$ cat src/design/ppcfg_defs.svh
// register offsets, field positions, reset values and decode constants
// for the parallel port configuration register bank.
// assumes inclusion by bare name from design and bench files.
`ifndef PPCFG_DEFS_SVH
`define PPCFG_DEFS_SVH

// byte addresses on the axi4-lite bus
`define PPCFG_CONFIG_ADDR    8'hF0
`define PPCFG_ACTIVATE_ADDR  8'hF4
`define PPCFG_STATUS_ADDR    8'hF8

// configuration register fields
`define PPCFG_MODE_HI        7
`define PPCFG_MODE_LO        5
`define PPCFG_EXT_BIT        4
`define PPCFG_PWR_BIT        1
`define PPCFG_FLOAT_BIT      0
`define PPCFG_WMASK          8'hF3
`define PPCFG_RESET          8'hF2

// extended runtime register offsets, relative to the port base
`define PPCFG_EXT_LO         12'h403
`define PPCFG_EXT_HI         12'h405
`define PPCFG_CTL2_OFS       12'h002
`define PPCFG_CTL2_VER_BIT   4

// axi responses
`define PPCFG_RESP_OKAY      2'h0
`define PPCFG_RESP_SLVERR    2'h2

`endif

$ cat src/design/ppcfg_pkg.sv
// types shared by the parallel port configuration block.
// assumes ppcfg_defs.svh supplies the numeric constants.
package ppcfg_pkg;

    typedef enum logic [2:0]
    {
        PPCFG_MODE_SPP     = 3'h0,
        PPCFG_MODE_SPP_EXT = 3'h1,
        PPCFG_MODE_EPP17   = 3'h2,
        PPCFG_MODE_EPP19   = 3'h3,
        PPCFG_MODE_ECP     = 3'h4,
        PPCFG_MODE_RSV5    = 3'h5,
        PPCFG_MODE_RSV6    = 3'h6,
        PPCFG_MODE_ECP_EPP = 3'h7
    } ppcfg_mode_t;

    typedef struct packed
    {
        logic       data_out_force;
        logic       data_dir_sw;
        logic       epp_on;
        logic       epp_v19;
        logic       ecp_on;
        logic       ext_regs_on;
        logic       port_clk_en;
        logic       pins_float;
        logic       mode_reserved;
    } ppcfg_ctrl_t;

endpackage

$ cat src/design/ppcfg_decode.sv
// decodes the configuration byte and the device state into port controls.
// assumes all inputs are synchronous to core_clk_in; purely combinational.
`include "ppcfg_defs.svh"
`timescale 1ns/1ps
`default_nettype none

module ppcfg_decode
(
    input  wire logic [7:0]          cfg_in,
    input  wire logic                active_in,
    input  wire logic                ecp_mode4_in,
    input  wire logic                ctl2_ver_in,
    output var ppcfg_pkg::ppcfg_ctrl_t ctrl_out
);

    ppcfg_pkg::ppcfg_mode_t mode;
    logic                   clk_run;

    always_comb
    begin
        mode    = ppcfg_pkg::ppcfg_mode_t'(cfg_in[`PPCFG_MODE_HI:`PPCFG_MODE_LO]);
        clk_run = active_in & cfg_in[`PPCFG_PWR_BIT];
        ctrl_out = '0;
        ctrl_out.port_clk_en = clk_run;
        ctrl_out.pins_float  = ~active_in & cfg_in[`PPCFG_FLOAT_BIT];
        unique case (mode)
            ppcfg_pkg::PPCFG_MODE_SPP:
            begin
                ctrl_out.data_out_force = 1'b1;
            end
            ppcfg_pkg::PPCFG_MODE_SPP_EXT:
            begin
                ctrl_out.data_dir_sw = 1'b1;
            end
            ppcfg_pkg::PPCFG_MODE_EPP17:
            begin
                ctrl_out.epp_on = 1'b1;
            end
            ppcfg_pkg::PPCFG_MODE_EPP19:
            begin
                ctrl_out.epp_on  = 1'b1;
                ctrl_out.epp_v19 = 1'b1;
            end
            ppcfg_pkg::PPCFG_MODE_ECP:
            begin
                ctrl_out.ecp_on = clk_run;
            end
            ppcfg_pkg::PPCFG_MODE_ECP_EPP:
            begin
                ctrl_out.ecp_on  = clk_run;
                ctrl_out.epp_on  = ecp_mode4_in;
                ctrl_out.epp_v19 = ecp_mode4_in & ctl2_ver_in;
            end
            ppcfg_pkg::PPCFG_MODE_RSV5,
            ppcfg_pkg::PPCFG_MODE_RSV6:
            begin
                ctrl_out.mode_reserved = 1'b1;
            end
        endcase
        // extended runtime registers only in extended ecp operation
        ctrl_out.ext_regs_on = cfg_in[`PPCFG_EXT_BIT] & ctrl_out.ecp_on;
    end

endmodule

`default_nettype wire

$ cat src/design/ppcfg_top.sv
// parallel port configuration register with axi4-lite access and the
// controls it drives into the port: mode, pin direction, clock gate, float.
// assumes one clock, synchronous inputs, a single-beat axi4-lite master.
`include "ppcfg_defs.svh"
`timescale 1ns/1ps
`default_nettype none

// Overview of operation
// - hardware reset loads the configuration register with F2h.
// - mode 000 is compatible mode; data lines always driven as outputs.
// - mode 001 is extended compatible; software sets data line direction.
// - mode 100 is ecp without epp; codes 101 and 110 are reserved.
// - mode 111, the default, is ecp with epp reachable as mode 4.
// - 010/011 select epp 1.7/1.9; in mode 4 version follows second_runtime_control_reg bit 4.
// - extended access bit clear makes registers 403h to 405h ignore accesses.
// - extended access bit set, the default, exposes the three extended registers.
// - power bit clear stops port clock; ecp and epp time-out stop; registers kept.
// - power bit set, the default, runs the clock; all modes work when active.
// - float bit set and device inactive floats outputs; clear, the default, does not.
// - extended registers 403h to 405h are used only in extended ecp operation.
module ppcfg_top
(
    input  wire logic        core_clk_in,
    input  wire logic        sys_rst_in,
    // axi4-lite slave
    input  wire logic [7:0]  s_axi_awaddr_in,
    input  wire logic        s_axi_awvalid_in,
    output logic             s_axi_awready_out,
    input  wire logic [31:0] s_axi_wdata_in,
    input  wire logic [3:0]  s_axi_wstrb_in,
    input  wire logic        s_axi_wvalid_in,
    output logic             s_axi_wready_out,
    output logic [1:0]       s_axi_bresp_out,
    output logic             s_axi_bvalid_out,
    input  wire logic        s_axi_bready_in,
    input  wire logic [7:0]  s_axi_araddr_in,
    input  wire logic        s_axi_arvalid_in,
    output logic             s_axi_arready_out,
    output logic [31:0]      s_axi_rdata_out,
    output logic [1:0]       s_axi_rresp_out,
    output logic             s_axi_rvalid_out,
    input  wire logic        s_axi_rready_in,
    // port side state
    input  wire logic        ecp_mode4_in,
    input  wire logic        second_runtime_control_reg_in,
    input  wire logic [11:0] rt_addr_in,
    input  wire logic        rt_strobe_in,
    // port controls
    output logic             parallel_data_lines_force_out,
    output logic             parallel_data_lines_dir_sw_out,
    output logic             epp_enable_out,
    output logic             epp_v19_out,
    output logic             ecp_enable_out,
    output logic             port_clk_en_out,
    output logic             pins_float_out,
    output logic             rt_ext_hit_out
);

    // ****************************************************************
    // state
    // ****************************************************************
    logic [7:0]             cfg_q;
    logic                   active_q;
    logic                   aw_held_q;
    logic                   w_held_q;
    logic [7:0]             awaddr_q;
    logic [31:0]            wdata_q;
    logic [3:0]             wstrb_q;
    ppcfg_pkg::ppcfg_ctrl_t ctrl;
    logic                   do_write;
    logic [7:0]             wr_addr;
    logic [31:0]            wr_data;
    logic [3:0]             wr_strb;

    // ****************************************************************
    // address decode; addr_mapped shared by read and write paths, addr_writable used by writes only
    // ****************************************************************
    function automatic logic addr_mapped(input logic [7:0] a);
        addr_mapped = (a == `PPCFG_CONFIG_ADDR) || (a == `PPCFG_ACTIVATE_ADDR)
                   || (a == `PPCFG_STATUS_ADDR);
    endfunction

    function automatic logic addr_writable(input logic [7:0] a);
        addr_writable = (a == `PPCFG_CONFIG_ADDR) || (a == `PPCFG_ACTIVATE_ADDR);
    endfunction

    // ****************************************************************
    // write channel: address and data taken in either order
    // ****************************************************************
    assign wr_addr  = aw_held_q ? awaddr_q : s_axi_awaddr_in;
    assign wr_data  = w_held_q ? wdata_q : s_axi_wdata_in;
    assign wr_strb  = w_held_q ? wstrb_q : s_axi_wstrb_in;
    assign do_write = (aw_held_q | (s_axi_awvalid_in & s_axi_awready_out))
                    & (w_held_q | (s_axi_wvalid_in & s_axi_wready_out))
                    & ~s_axi_bvalid_out;

    // write address channel
    always_ff @(posedge core_clk_in or posedge sys_rst_in)
    begin
        if (sys_rst_in)
        begin
            aw_held_q         <= 1'b0;
            awaddr_q          <= 8'h00;
            s_axi_awready_out <= 1'b0;
        end
        else if (do_write)
        begin
            aw_held_q         <= 1'b0;
            s_axi_awready_out <= 1'b0;
        end
        else
        begin
            if (s_axi_awvalid_in & s_axi_awready_out)
            begin
                aw_held_q <= 1'b1;
                awaddr_q  <= s_axi_awaddr_in;
            end
            // one outstanding write: ready only while nothing pending
            s_axi_awready_out <= ~aw_held_q & ~s_axi_bvalid_out
                               & ~(s_axi_awvalid_in & s_axi_awready_out);
        end
    end

    // write data channel
    always_ff @(posedge core_clk_in or posedge sys_rst_in)
    begin
        if (sys_rst_in)
        begin
            w_held_q         <= 1'b0;
            wdata_q          <= 32'h0000_0000;
            wstrb_q          <= 4'h0;
            s_axi_wready_out <= 1'b0;
        end
        else if (do_write)
        begin
            w_held_q         <= 1'b0;
            s_axi_wready_out <= 1'b0;
        end
        else
        begin
            if (s_axi_wvalid_in & s_axi_wready_out)
            begin
                w_held_q <= 1'b1;
                wdata_q  <= s_axi_wdata_in;
                wstrb_q  <= s_axi_wstrb_in;
            end
            s_axi_wready_out <= ~w_held_q & ~s_axi_bvalid_out
                              & ~(s_axi_wvalid_in & s_axi_wready_out);
        end
    end

    always_ff @(posedge core_clk_in or posedge sys_rst_in)
    begin
        if (sys_rst_in)
        begin
            s_axi_bvalid_out <= 1'b0;
            s_axi_bresp_out  <= `PPCFG_RESP_OKAY;
        end
        else if (do_write)
        begin
            s_axi_bvalid_out <= 1'b1;
            s_axi_bresp_out  <= addr_mapped(wr_addr) ? `PPCFG_RESP_OKAY : `PPCFG_RESP_SLVERR;
        end
        else if (s_axi_bready_in)
        begin
            s_axi_bvalid_out <= 1'b0;
        end
    end

    // ****************************************************************
    // configuration and activation registers
    // ****************************************************************
    always_ff @(posedge core_clk_in or posedge sys_rst_in)
    begin
        if (sys_rst_in)
        begin
            cfg_q <= `PPCFG_RESET;
        end
        else if (do_write && wr_addr == `PPCFG_CONFIG_ADDR && wr_strb[0])
        begin
            // mode change is not guarded; software prepares the port first
            cfg_q <= wr_data[7:0] & `PPCFG_WMASK;
        end
    end

    always_ff @(posedge core_clk_in or posedge sys_rst_in)
    begin
        if (sys_rst_in)
        begin
            active_q <= 1'b0;
        end
        else if (do_write && addr_writable(wr_addr) && wr_addr == `PPCFG_ACTIVATE_ADDR
                 && wr_strb[0])
        begin
            active_q <= wr_data[0];
        end
    end

    // ****************************************************************
    // read channel
    // ****************************************************************
    // address ready: one read at a time, so low while data waits
    always_ff @(posedge core_clk_in or posedge sys_rst_in)
    begin
        if (sys_rst_in)
        begin
            s_axi_arready_out <= 1'b0;
        end
        else
        begin
            s_axi_arready_out <= ~s_axi_rvalid_out
                               & ~(s_axi_arvalid_in & s_axi_arready_out);
        end
    end

    // read valid and response stand until the master takes them
    always_ff @(posedge core_clk_in or posedge sys_rst_in)
    begin
        if (sys_rst_in)
        begin
            s_axi_rvalid_out <= 1'b0;
            s_axi_rresp_out  <= `PPCFG_RESP_OKAY;
        end
        else if (s_axi_arvalid_in & s_axi_arready_out)
        begin
            s_axi_rvalid_out <= 1'b1;
            s_axi_rresp_out  <= addr_mapped(s_axi_araddr_in)
                              ? `PPCFG_RESP_OKAY : `PPCFG_RESP_SLVERR;
        end
        else if (s_axi_rready_in)
        begin
            s_axi_rvalid_out <= 1'b0;
        end
    end

    // read data captured once per accepted address
    always_ff @(posedge core_clk_in or posedge sys_rst_in)
    begin
        if (sys_rst_in)
        begin
            s_axi_rdata_out <= 32'h0000_0000;
        end
        else if (s_axi_arvalid_in & s_axi_arready_out)
        begin
            unique case (s_axi_araddr_in)
                `PPCFG_CONFIG_ADDR:   s_axi_rdata_out <= {24'h000000, cfg_q};
                `PPCFG_ACTIVATE_ADDR: s_axi_rdata_out <= {31'h00000000, active_q};
                `PPCFG_STATUS_ADDR:   s_axi_rdata_out <= {23'h000000, ctrl};
                default:              s_axi_rdata_out <= 32'h0000_0000;
            endcase
        end
    end

    // ****************************************************************
    // decode into port controls
    // ****************************************************************
    ppcfg_decode u_decode
    (
        .cfg_in       (cfg_q),
        .active_in    (active_q),
        .ecp_mode4_in (ecp_mode4_in),
        .ctl2_ver_in  (second_runtime_control_reg_in),
        .ctrl_out     (ctrl)
    );

    // registered so every port control comes from a flip-flop
    always_ff @(posedge core_clk_in or posedge sys_rst_in)
    begin
        if (sys_rst_in)
        begin
            parallel_data_lines_force_out  <= 1'b0;
            parallel_data_lines_dir_sw_out <= 1'b0;
            epp_enable_out                 <= 1'b0;
            epp_v19_out                    <= 1'b0;
            ecp_enable_out                 <= 1'b0;
            port_clk_en_out                <= 1'b0;
            pins_float_out                 <= 1'b0;
        end
        else
        begin
            parallel_data_lines_force_out  <= ctrl.data_out_force;
            parallel_data_lines_dir_sw_out <= ctrl.data_dir_sw;
            epp_enable_out                 <= ctrl.epp_on;
            epp_v19_out                    <= ctrl.epp_v19;
            ecp_enable_out                 <= ctrl.ecp_on;
            port_clk_en_out                <= ctrl.port_clk_en;
            pins_float_out                 <= ctrl.pins_float;
        end
    end

    // ****************************************************************
    // extended runtime register gate
    // ****************************************************************
    // accesses to base+403h..405h pass only when enabled; otherwise dropped
    always_ff @(posedge core_clk_in or posedge sys_rst_in)
    begin
        if (sys_rst_in)
        begin
            rt_ext_hit_out <= 1'b0;
        end
        else
        begin
            rt_ext_hit_out <= rt_strobe_in && ctrl.ext_regs_on
                           && rt_addr_in >= `PPCFG_EXT_LO && rt_addr_in <= `PPCFG_EXT_HI;
        end
    end

endmodule

`default_nettype wire

$ cat config.mk
export PLATFORM = sky130hd
export DESIGN_NAME = ppcfg_top
export DESIGN_NICKNAME = d
export VERILOG_FILES = /design/src/design/ppcfg_pkg.sv /design/src/design/ppcfg_decode.sv /design/src/design/ppcfg_top.sv
export VERILOG_INCLUDE_DIRS = /design/src /design/src/design
export SDC_FILE = /design/constraint.sdc
export NUM_CORES = 1
export LEC_CHECK = 0
export ABC_AREA = 1
export BUFFER_PORTS_ARGS = -buffer_cell sky130_fd_sc_hd__buf_2
export CAP_MARGIN = 10
export CORE_UTILIZATION = 40
export DETAILED_ROUTE_END_ITERATION = 12
export GPL_TIMING_DRIVEN = 0
export PLACE_DENSITY = 0.72
export SYNTH_ARGS = -nofsm -noshare
export SYNTH_HDL_FRONTEND = slang
export SYNTH_SLANG_ARGS = --single-unit
$ cat constraint.sdc
create_clock -name core_clk_in -period 2.8 [get_ports core_clk_in]
set_input_delay 0.56 -clock core_clk_in [delete_from_list [all_inputs] [get_ports core_clk_in]]
set_output_delay 0.56 -clock core_clk_in [all_outputs]
set_load 0.1 [all_outputs]
==> metrics.md <==
| Metric | Value |
|---|---|
| Antenna violations before repair | `0` |
| Total wire length | `4690 microns` |
| Vias/cell | `4.21` |
| Die height | `80.1 microns` |
| Number of max-cap violations | `0` |
| RD Place Congestion | `0.819` |
| Post-Layout Cell Count | `480` |
| Crit-path max FO | `3` |
| Mapped Avg Cell Area | `8.02 sq um` |
| Crit-path max cell delay | `440 ps` |
| Min setup slack post-route | `1110 ps` |
| FILL cells | `556` |
| Antenna cells | `0` |
| Setup crit start | `s_axi_awready_out` |
| Worst skew pair latency | `300 ps` |
| Clock root cell | `clkbuf_8` |
| Initial Util | `41.4%` |
| Die width | `80.1 microns` |
| H-tree Lvls | `2` |
| Post-route DRC | `0` |
| Worst IR Drop VDD | `0.000468 V` |
| CP startpoint kind | `flip-flop` |
| Max Fclk | `593 MHz` |
| # setup viols final | `0` |
| Layout area overhead | `27.3%` |
| Via Count | `2022` |
| GR Overflow Total | `0` |
| Cell taking the most area after synthesis | `dfrtp_1` |
| Sequential share of the synthesized area | `49.5%` |
| Post-place instance area | `0.00298 sq mm` |
| Status | `finished clean` |
| Tmin final | `1690 ps` |
| Finished Core Util | `52.7%` |
| Total power draw | `2.47 mW` |
| CP Buf/Inv Count | `1` |
| Setup TNS | `0 ps` |
| Minimum hold slack | `236 ps` |
| TritonCTS Buffers | `5` |
| Share of the synthesized area in the top cell type | `44.1%` |
| Worst hold path class | `input pin to async pin` |
| Max clock buf depth | `2` |
| First-pass GRT wire length | `7780 microns` |
| Rows | `28` |
| RSZ-0062 raised after global routing | `no` |
| Clk sinks | `48` |
| PortBufs | `68` |
| Nets@finish | `478` |
| Slowest CP cell | `buf_2` |
| Synth Register Bits | `48` |
| Final HPWL DP | `3690 microns` |
| Worst R2R Start | `aw_held_q` |
| # IOs | `123` |
| Fraction of layout cells with a size suffix above 1 | `32.1%` |
| Hold Fails Final Rpt | `0` |
| Cell Chain, Critical Path | `buf_2` |
| Worst EP arrival | `1130 ps` |
| CTS resizes | `0` |
| Family with the most delay on the worst path | `buffers and inverters` |
| Final Slew Violations | `0` |
| Clock skew | `8.66 ps` |
| Clock transition at path regs | `90 ps` |
| Post-route cell area | `0.00310 sq mm` |
| Syn. warnings | `0` |
| Worst Setup End Kind | `primary output` |
| CTS tree | `built` |
| Final period util | `60.2%` |
| Die Area | `0.00641 sq mm` |
| Initial drt markers | `86` |
| Ranking of synthesized cells by area | `dfrtp_1, nand2_1, buf_4` |
| CP required | `2240 ps` |
| Drt wl/cell | `9.77 microns` |
| Class of the most critical setup path | `flip-flop to primary output` |
| Final ANT Viol Nets | `0` |
| All-layer global routing usage | `15.7%` |
| Synth cell types | `29` |
| Pin count of the biggest net entering global routing | `32` |
| # hold bufs at CTS | `0` |
| Placed Instances | `472` |
| Core footprint | `0.00589 sq mm` |
| Post CTS Setup Buffer Count | `0` |
| Synth Cell Area | `0.00244 sq mm` |
| PwrDens | `795 mW/mm^2` |
| DR pass1 iterations | `4` |
| Post-Syn Instances | `304` |
| Setup slack at placement | `1190 ps` |
| Leak | `1.77 nW` |
| Vias in the first global route | `1819` |
[cell usage in the layout, fill, tap and decap left out]
master	n
nand2_1	90
buf_2	70
dfrtp_1	43
inv_1	40
o21ai_0	30
buf_4	25
conb_1	25
nor2_1	18
nand3_1	12
o21ai_2	6
clkbuf_8	6
nand2_2	5
dfstp_2	5
a21oi_1	4
inv_2	3
nor2_2	2
clkinv_1	2
clkbuf_1	2
nand4_1	2
o21ai_1	2
nand2_4	1
nand3_4	1
nand3_2	1
nor2_4	1
buf_6	1
o2111ai_1	1
o21a_1	1
nor3_1	1
nor4_1	1
a2bb2oi_1	1
bufinv_16	1
clkinv_4	1
buf_12	1
[per-layer routing]
metal / GRT usage (%) / vias to the layer above / part of all wire (%)
li1: - / 1083 / -
met1: 19.2 / 884 / 45
met2: 25.8 / 51 / 48
met3: 4.09 / 4 / 5.4
met4: 7.14 / 0 / 1.3
met5: 0 / - / 0
[report_power, final]
group	total [mW]	internal, mW	switching, mW
sequential	0.951	0.853	0.0974
clock	0.519	0.292	0.227
combinational	0.998	0.228	0.770
total	2.47	1.37	1.09
[synthesized netlist by cell type (all sizes together)]
cell type   n
nand2      96
dfrtp      43
clkbuf      2
nor3        1
nor2       21
conb        1
o21a        1
nor4        1
buf        28
dfstp       5
o2111ai     1
nand3      14
a2bb2oi     1
clkinv      2
o21ai      38
inv        43
nand4       2
a21oi       4
[state kept, by name, summed over array words and instances (netlist names), 6 cells and up]
name and flops:
s_axi_rdata_out 9, awaddr_q 8, cfg_q 6, wdata_q 6
[path summary, 6_finish.rpt]
| path | end | slack, ps | cells after the start |
|---|---|---|---|
| setup / recovery | s_axi_awready_out | 1110 | 1 |
| hold / removal | wstrb_q[0] | 240 | 2 |
| setup reg to reg | awaddr_q[3] | 1380 | 6 |
| hold reg to reg | s_axi_arready_out | 440 | 1 |
| max in group asynchronous | cfg_q[1] | 2010 | 3 |
| min in group core_clk_in | s_axi_rvalid_out | 420 | 2 |
[final cells by class]
type / count / area (sq um) / area share, %
Tap cell: 75 / 93.8 / 3.02
Multi-Input combinational cell: 205 / 935 / 30.1
Clock inverter: 2 / 38.8 / 1.25
Buffer: 30 / 216 / 6.98
Sequential cell: 48 / 1210 / 38.9
Inverter: 45 / 169 / 5.44
Timing Repair Buffer: 69 / 360 / 11.6
Clock buffer: 6 / 82.6 / 2.66
[logic make-up (layout without fill, tap and decap cells)]
| logic type | count (synthesis) | count (layout) | synth area share [%] |
|---|---|---|---|
| simple gates | 135 | 135 | 23.9 |
| buf+inv | 75 | 152 | 15.8 |
| flops | 48 | 48 | 49.5 |
| compound gates | 45 | 45 | 10.6 |
| other cells | 1 | 25 | 0.154 |
(Power assumes the default switching activity.)
